File: src/rdsw_pkg.sv
/*
  Package for the random delay switch: widths, timebase codes, source
  selection, reset values and the configuration carrier struct.
  Assumes a single 100 MHz system clock.
*/
package rdsw_pkg;
  // ****************************************************************
  // Widths and clock
  // ****************************************************************
  localparam int          RDSW_DW        = 16;
  localparam int          RDSW_BLK_W     = 4;
  localparam int          RDSW_NBLK      = 16;
  localparam int          RDSW_CLK_MHZ   = 100;
  localparam int          RDSW_LFSR_W    = 16;
  localparam logic [15:0] RDSW_LFSR_SEED = 16'hace1;
  localparam logic [15:0] RDSW_LFSR_TAPS = 16'hb400;

  // ****************************************************************
  // Timebase: tick periods in microseconds, then in clock cycles
  // ****************************************************************
  localparam int RDSW_TB_10MS_US = 10000;
  localparam int RDSW_TB_S_US    = 1000000;
  localparam int RDSW_TB_MIN_US  = 60000000;
  localparam int RDSW_TB_10MS_CYC = RDSW_TB_10MS_US * RDSW_CLK_MHZ;
  localparam int RDSW_TB_S_CYC    = RDSW_TB_S_US * RDSW_CLK_MHZ;
  localparam longint RDSW_TB_MIN_CYC =
    longint'(RDSW_TB_MIN_US) * longint'(RDSW_CLK_MHZ);
  localparam int RDSW_PRE_W = 33;

  typedef enum logic [1:0] {
    RDSW_TB_10MS = 2'h0,
    RDSW_TB_SEC  = 2'h1,
    RDSW_TB_MIN  = 2'h2,
    RDSW_TB_HOUR = 2'h3
  } rdsw_tb_e;

  localparam logic [RDSW_DW-1:0] RDSW_ZERO    = 16'h0000;
  localparam logic [RDSW_DW-1:0] RDSW_ONE     = 16'h0001;
  localparam logic [5:0]         RDSW_MIN_HR  = 6'h3b;

  // One maximum: fixed value or another block's actual value
  typedef struct packed {
    logic                  use_blk;
    logic [RDSW_BLK_W-1:0] blk_num;
    logic [RDSW_DW-1:0]    fixed;
  } rdsw_max_s;

  typedef struct packed {
    rdsw_tb_e  timebase;
    rdsw_max_s on_max;
    rdsw_max_s off_max;
  } rdsw_cfg_s;
endpackage : rdsw_pkg

File: src/rdsw_switch.sv
/*
  Random delay switch: drives one output from an enable input through
  random on and off delays. Assumes EN_IN comes from another block on
  the same clock, and block actual values arrive as a flat bus.
*/
// What this block does
// Enable rising edge starts an on-delay of random length, zero to max.
// Output goes high at on-delay expiry if enable stayed high throughout.
// Enable falling during the on-delay clears elapsed time; output not set.
// Enable falling edge starts an off-delay of random length, zero to max.
// Output goes low at off-delay expiry if enable stayed low throughout.
// Enable rising during the off-delay clears elapsed time; output kept.
// After reset the elapsed delay time is zero.
// Each maximum is a fixed value or another block's live actual value.
// One selectable timebase applies to both maxima.
// Random delays come from a free-running LFSR scaled into zero..max.
// Count one unit per tick; edges compare with the level at last tick.
module rdsw_switch
  import rdsw_pkg::*;
#(
  parameter int     DW          = RDSW_DW,
  parameter int     NBLK        = RDSW_NBLK,
  parameter longint TB_10MS_CYC = RDSW_TB_10MS_CYC,
  parameter longint TB_S_CYC    = RDSW_TB_S_CYC,
  parameter longint TB_MIN_CYC  = RDSW_TB_MIN_CYC
)(
  input  wire logic                  CLK_SYS_IN,
  input  wire logic                  SYS_RST_IN,
  input  wire logic                  EN_IN,
  input  wire rdsw_pkg::rdsw_cfg_s   CFG_IN,
  input  wire logic [NBLK*DW-1:0]    BLK_VALUES_IN,
  output logic                       SWITCH_OUT,
  output logic [DW-1:0]              ELAPSED_TIME_OUT,
  output logic                       DELAY_BUSY_OUT
);
  import rdsw_pkg::*;

  typedef enum logic [2:0] {
    ST_IDLE = 3'b001,
    ST_ON   = 3'b010,
    ST_OFF  = 3'b100
  } rdsw_st_e;

  // ****************************************************************
  // Maximum selection
  // ****************************************************************
  // Live value is taken each cycle, but it only sets the target when a delay starts
  function automatic logic [DW-1:0] pick_max(
    input rdsw_max_s          m,
    input logic [NBLK*DW-1:0] vals
  );
    logic [DW-1:0] v;
    v = m.fixed[DW-1:0];
    if (m.use_blk)
      v = vals[m.blk_num*DW +: DW];
    return v;
  endfunction : pick_max

  logic [DW-1:0] on_max;
  logic [DW-1:0] off_max;
  assign on_max  = pick_max(CFG_IN.on_max, BLK_VALUES_IN);
  assign off_max = pick_max(CFG_IN.off_max, BLK_VALUES_IN);

  // ****************************************************************
  // Timebase tick
  // ****************************************************************
  logic     tick;
  logic     tick_clr;
  rdsw_tb_e tb_prev;
  rdsw_tb_e next_tb_prev;

  // Restart the prescaler when the timebase changes, so a count left
  // over from the old base cannot cut the first new period short
  assign tick_clr = (CFG_IN.timebase != tb_prev);

  rdsw_tick #(
    .TB_10MS_CYC (TB_10MS_CYC),
    .TB_S_CYC    (TB_S_CYC),
    .TB_MIN_CYC  (TB_MIN_CYC)
  ) u_tick (
    .clk_in   (CLK_SYS_IN),
    .rst_in   (SYS_RST_IN),
    .tb_in    (CFG_IN.timebase),
    .clr_in   (tick_clr),
    .tick_out (tick)
  );

  // ****************************************************************
  // Random source
  // ****************************************************************
  logic [RDSW_LFSR_W-1:0] lfsr;
  logic [RDSW_LFSR_W-1:0] next_lfsr;

  always_comb
  begin
    next_lfsr = lfsr >> 1;
    if (lfsr[0])
      next_lfsr = (lfsr >> 1) ^ RDSW_LFSR_TAPS;
  end

  // Multiply then keep the top bits: result stays within 0..max
  function automatic logic [DW-1:0] scale(
    input logic [DW-1:0]          mx,
    input logic [RDSW_LFSR_W-1:0] r
  );
    logic [DW+RDSW_LFSR_W:0] p;
    p = {1'b0, mx} * {1'b0, r} + {1'b0, mx};
    return p[DW+RDSW_LFSR_W-1 -: DW];
  endfunction : scale

  // ****************************************************************
  // Delay state machine
  // ****************************************************************
  rdsw_st_e      st;
  rdsw_st_e      next_st;
  logic          en_prev;
  logic          next_en_prev;
  logic [DW-1:0] elapsed;
  logic [DW-1:0] next_elapsed;
  logic [DW-1:0] target;
  logic [DW-1:0] next_target;
  logic          next_switch;
  logic          rise;
  logic          fall;

  // Edges are seen on the tick, so pulses that start and end between two ticks are missed
  assign rise     = tick & EN_IN & ~en_prev;
  assign fall     = tick & ~EN_IN & en_prev;

  always_comb
  begin
    next_st      = st;
    next_en_prev = en_prev;
    next_tb_prev = CFG_IN.timebase;
    next_elapsed = elapsed;
    next_target  = target;
    next_switch  = SWITCH_OUT;
    if (tick)
      next_en_prev = EN_IN;
    case (st)
      ST_IDLE:
      begin
        if (rise)
        begin
          next_st      = ST_ON;
          next_target  = scale(on_max, lfsr);
          next_elapsed = RDSW_ZERO;
        end
        else if (fall)
        begin
          next_st      = ST_OFF;
          next_target  = scale(off_max, lfsr);
          next_elapsed = RDSW_ZERO;
        end
      end
      ST_ON:
      begin
        if (fall)
        begin
          next_elapsed = RDSW_ZERO;
          next_st      = ST_OFF;
          next_target  = scale(off_max, lfsr);
        end
        else if (tick)
        begin
          if (elapsed >= target)
          begin
            next_switch  = 1'b1;
            next_st      = ST_IDLE;
            next_elapsed = RDSW_ZERO;
          end
          else
            next_elapsed = elapsed + RDSW_ONE;
        end
      end
      ST_OFF:
      begin
        if (rise)
        begin
          next_elapsed = RDSW_ZERO;
          next_st      = ST_ON;
          next_target  = scale(on_max, lfsr);
        end
        else if (tick)
        begin
          if (elapsed >= target)
          begin
            next_switch  = 1'b0;
            next_st      = ST_IDLE;
            next_elapsed = RDSW_ZERO;
          end
          else
            next_elapsed = elapsed + RDSW_ONE;
        end
      end
      default:
      begin
        next_st      = ST_IDLE;
        next_elapsed = RDSW_ZERO;
      end
    endcase
  end

  always_ff @(posedge CLK_SYS_IN or posedge SYS_RST_IN)
  begin
    if (SYS_RST_IN)
    begin
      st               <= ST_IDLE;
      en_prev          <= 1'b0;
      elapsed          <= RDSW_ZERO;
      target           <= RDSW_ZERO;
      SWITCH_OUT       <= 1'b0;
      ELAPSED_TIME_OUT <= RDSW_ZERO;
      DELAY_BUSY_OUT   <= 1'b0;
      lfsr             <= RDSW_LFSR_SEED;
      tb_prev          <= RDSW_TB_10MS;
    end
    else
    begin
      st               <= next_st;
      en_prev          <= next_en_prev;
      elapsed          <= next_elapsed;
      target           <= next_target;
      SWITCH_OUT       <= next_switch;
      ELAPSED_TIME_OUT <= next_elapsed;
      DELAY_BUSY_OUT   <= (next_st != ST_IDLE);
      lfsr             <= next_lfsr;
      tb_prev          <= next_tb_prev;
    end
  end
endmodule : rdsw_switch

File: src/rdsw_tick.sv
/*
  Timebase tick generator: one-cycle pulse per timebase unit.
  Assumes the timebase code is steady while a delay runs.
*/
module rdsw_tick
  import rdsw_pkg::*;
#(
  parameter longint TB_10MS_CYC = RDSW_TB_10MS_CYC,
  parameter longint TB_S_CYC    = RDSW_TB_S_CYC,
  parameter longint TB_MIN_CYC  = RDSW_TB_MIN_CYC
)(
  input  wire logic            clk_in,
  input  wire logic            rst_in,
  input  wire rdsw_pkg::rdsw_tb_e tb_in,
  input  wire logic            clr_in,
  output logic                 tick_out
);
  // ****************************************************************
  // Prescaler and minute counter for the hour base
  // ****************************************************************
  logic [RDSW_PRE_W-1:0] pre;
  logic [RDSW_PRE_W-1:0] next_pre;
  logic [5:0]            mins;
  logic [5:0]            next_mins;
  logic                  next_tick;
  logic [RDSW_PRE_W-1:0] lim;

  always_comb
  begin
    lim = RDSW_PRE_W'(TB_MIN_CYC - 1);
    case (tb_in)
      RDSW_TB_10MS: lim = RDSW_PRE_W'(TB_10MS_CYC - 1);
      RDSW_TB_SEC:  lim = RDSW_PRE_W'(TB_S_CYC - 1);
      default:      lim = RDSW_PRE_W'(TB_MIN_CYC - 1);
    endcase
    next_pre  = pre + RDSW_PRE_W'(1);
    next_mins = mins;
    next_tick = 1'b0;
    if (clr_in)
    begin
      next_pre  = '0;
      next_mins = '0;
    end
    else if (pre >= lim)
    begin
      next_pre = '0;
      if (tb_in != RDSW_TB_HOUR)
        next_tick = 1'b1;
      else if (mins >= RDSW_MIN_HR)
      begin
        next_mins = '0;
        next_tick = 1'b1;
      end
      else
        next_mins = mins + 6'h01;
    end
  end

  always_ff @(posedge clk_in or posedge rst_in)
  begin
    if (rst_in)
    begin
      pre      <= '0;
      mins     <= '0;
      tick_out <= 1'b0;
    end
    else
    begin
      pre      <= next_pre;
      mins     <= next_mins;
      tick_out <= next_tick;
    end
  end
endmodule : rdsw_tick

File: config.mk
export PLATFORM = sky130hd
export DESIGN_NAME = rdsw_switch
export DESIGN_NICKNAME = d
export VERILOG_FILES = /design/src/rdsw_pkg.sv /design/src/rdsw_switch.sv /design/src/rdsw_tick.sv
export SDC_FILE = /design/constraint.sdc
export NUM_CORES = 2
export LEC_CHECK = 0
export BUFFER_PORTS_ARGS = -buffer_cell sky130_fd_sc_hd__buf_2
export CAP_MARGIN = 30
export CORE_UTILIZATION = 52
export CTS_CLUSTER_SIZE = 30
export DETAILED_ROUTE_END_ITERATION = 10
export PLACE_DENSITY = 0.68
export REMOVE_ABC_BUFFERS = 1
export SYNTH_ARGS = -nofsm -noshare
export SYNTH_HDL_FRONTEND = slang
export SYNTH_SLANG_ARGS = --single-unit
File: constraint.sdc
create_clock -name CLK_SYS_IN -period 19.3 [get_ports CLK_SYS_IN]
set_input_delay 2.895 -clock CLK_SYS_IN [delete_from_list [all_inputs] [get_ports CLK_SYS_IN]]
set_output_delay 2.895 -clock CLK_SYS_IN [all_outputs]
set_load 0.02 [all_outputs]
==> summary.txt <==
Status = completed
Vias in the first global route = 22.2k
Vias/cell = 5.80
DR vias = 20.9k
Post-CTS sizing = 0
Power density cells = 23.0 mW/mm2
Die ar. = 0.0523 mm2
Clk buf depth = 2
Drt wl/cell = 21.6 um
CP max FO = 49
Row count = 82
Highest clock rate = 89.5 MHz
TritonCTS buffer count = 9
Cell taking the most area after synthesis = fa_1
Asr flop ratio synth = 1.00
P&R area growth vs syn = 8.03%
Initial detailed-routing violation count = 1,430
IO Pins = 321
ANT nets after route = 0
Post-CTS setup buffers = 0
Static Leak = 14.6 nW
Crit end category = register
Gpl congestion = 1.06
Seq cells post-synth = 96
Max cap viols = 0
H-tree Lvls = 3
DR top layer = met5
Clock skew = 0.00729 ns
Met3 wire length = 6.40 mm
GRT Util Overall = 0.301
Remaining routing DRC violations = 0
Core ar. = 0.0505 mm2
Synth Warn # = 0
Hold slack final = 0.380 ns
Initial cell density of the core = 0.530
Post-synthesis cell area = 0.0267 mm2
RSZ-0062 raised after global routing = false
Share of cells above drive strength 1 = 0.192
Fillers = 4,427
Grt ovf = 0
Antenna violations before repair = 14
Setup Total Neg Slack = 0 ns
Routed met2 length = 37.7 mm
Slew headroom = 0.329
IO buf count = 320
Avg Cell Area, Syn = 9.89 um2
Root buffer cell = clkbuf_16
Top cell type's share of synthesized area = 0.311
DIE WIDTH = 229 um
Total iterations of the first detailed-routing run = 6
Max-slew violation count = 0
Cell variety after synth = 74
Tmin final = 11.18 ns
Slew at the pin closest to its max-slew limit = 0.987 ns
Clk sink count = 96
Hold Path Class = reg -> reg
Post-synth EDFFs = 0
Hold Buf Count CTS = 0
Primary FF master, synth = dfrtp_1
Final hold violation count = 0
DP Worst Slack = 7.72 ns
Setup ws final = 8.12 ns
Tcrit/Tclk final = 0.579
Commonest non-fill, non-tap cell in the layout = inv_1
Clk Latency, worst-skew pair = 0.35 ns
Commonest cells after routing, fill and taps aside = inv_1 (536), fa_1 (416), buf_2 (318)
Routed wire length = 77.8 mm
Hpwl dp = 61.4 mm
Required time of the critical path = 19.52 ns
Clock-pin slew on the worst setup and hold paths = 0.07 ns
Max IR drop VDD = 0.0347 mV
Final Setup Violations = 0
Setup CP Type = in -> reg
Critical path arrival = 11.40 ns
Die Span Y = 229 um
Cells after Synth = 2,704
Worst setup SP type = input port
Global-route wire length before repair = 121 mm
M1 WL = 31.6 mm
Final nets = 3,881
Top cells by area, synth = fa_1 (31%), mux4_2 (13%), ha_1 (11%), dfrtp_1 (8.1%), inv_1 (7.5%)
CTS tree = done
Largest net degree at the start of global routing = 65
Register area share after synthesis = 0.0903
-- cells by family (layout without fill, tap and decap cells) --
kind of cell / Yosys count / after routing / share of synthesized area
AND/OR/NAND/NOR: 793 / 793 / 0.149
buffers and inverters: 673 / 893 / 0.105
adder cells (fa/ha/maj): 659 / 659 / 0.425
AO/OA/AOI/OAI: 220 / 220 / 0.0538
multiplexers: 197 / 197 / 0.155
flip-flops: 96 / 96 / 0.0903
XOR/XNOR: 66 / 66 / 0.0216
other: 0 / 7 / 0
-- final timing paths --
check / slack, ns / end / cells past startpoint / from
setup / recovery: 8.12 / target[14] / 26 / CFG_IN[16]
hold / removal: 0.38 / lfsr[7] / 0 / lfsr[8]
setup reg to reg: 12.18 / target[14] / 22 / lfsr[7]
hold reg to reg: 0.38 / lfsr[7] / 0 / lfsr[8]
max in group asynchronous: 15.47 / lfsr[14] / 3 / SYS_RST_IN
min in group asynchronous: 2.59 / u_tick.pre[21] / 2 / SYS_RST_IN
-- per-stage QoR --
stage	util	power [mW]	instances	cell area [um2]
after floorplan	-	0.355	2568	25900
after global placement	0.565	0.468	3578	28500
after detailed placement	0.565	0.475	3579	28500
after CTS	0.571	0.664	3595	28800
after global routing	0.572	0.696	3603	28900
final	0.572	0.665	3603	28900
-- routing by layer --
metal / vias up / GRT usage
li1: 9154 / -
met1: 10683 / 0.398
met2: 887 / 0.500
met3: 146 / 0.0652
met4: 10 / 0.0810
met5: - / 0
-- power by group --
group / leakage [nW] / total (mW) / switching, mW / internal (mW)
clock network: 0.149 / 0.190 / 0.0818 / 0.108
registers: 1.27 / 0.203 / 0.000923 / 0.203
logic: 13.2 / 0.271 / 0.153 / 0.118
total: 14.6 / 0.665 / 0.236 / 0.429
-- synth_stat cells, types with 8 or more instances --
master and instances:
xor2_1 39, o21ai_0 46, a31oi_1 17, dfrtp_1 87, mux2_2 12, dfstp_2 9, buf_2 37, a21oi_1 53
o21a_1 9, clkbuf_1 46, mux4_2 154, buf_1 12, nor2b_1 87, nand3_1 30, nor3_1 16, nand2_1 307
buf_4 13, ha_1 243, buf_6 18, nor2_1 75, a211oi_1 10, nand2b_1 54, and2_1 154, nand4_1 20
mux2_4 12, xnor2_1 27, a21o_1 16, dlygate4sd1_1 8, and3_1 13, o211ai_1 9, inv_1 537, fa_1 416
-- state kept, by name, indices dropped and copies added (netlist names) --
name,flops
u_tick.tick_out,1
DELAY_BUSY_OUT,1
elapsed,16
st,3
en_prev,1
target,16
SWITCH_OUT,1
u_tick.mins,6
lfsr,16
u_tick.pre,33
tb_prev,2
-- worst max-delay path, stage by stage --
cell and delay [ns]:
buf_4 0.29, buf_4 0.75, mux4_2 0.60, mux4_2 0.53
mux2_4 0.39, and2_1 0.22, fa_1 0.53, inv_1 0.05
fa_1 0.45, fa_1 0.51, inv_1 0.05, fa_1 0.50
fa_1 0.50, inv_1 0.05, fa_1 0.48, inv_1 0.05
ha_1 0.34, nand4_1 0.11, a21oi_1 0.11, o21ai_0 0.19
a2111oi_0 0.80, o21ai_0 0.31, nand3_1 0.13, o211ai_1 0.19
mux2i_1 0.19, o211ai_1 0.10
-- cell type report --
class | count | area, um2 | share of cell area
clock buffer | 12 | 256 | 0.00888
timing repair buffer | 340 | 1780 | 0.0618
clock inverter | 4 | 51.3 | 0.00178
sequential | 96 | 2410 | 0.0836
inverter | 537 | 2020 | 0.0698
tap | 672 | 841 | 0.0291
antenna | 7 | 17.5 | 0.000606
multi-input combinational | 1935 | 21500 | 0.744
Note: power is estimated with default switching activity, not from simulation.
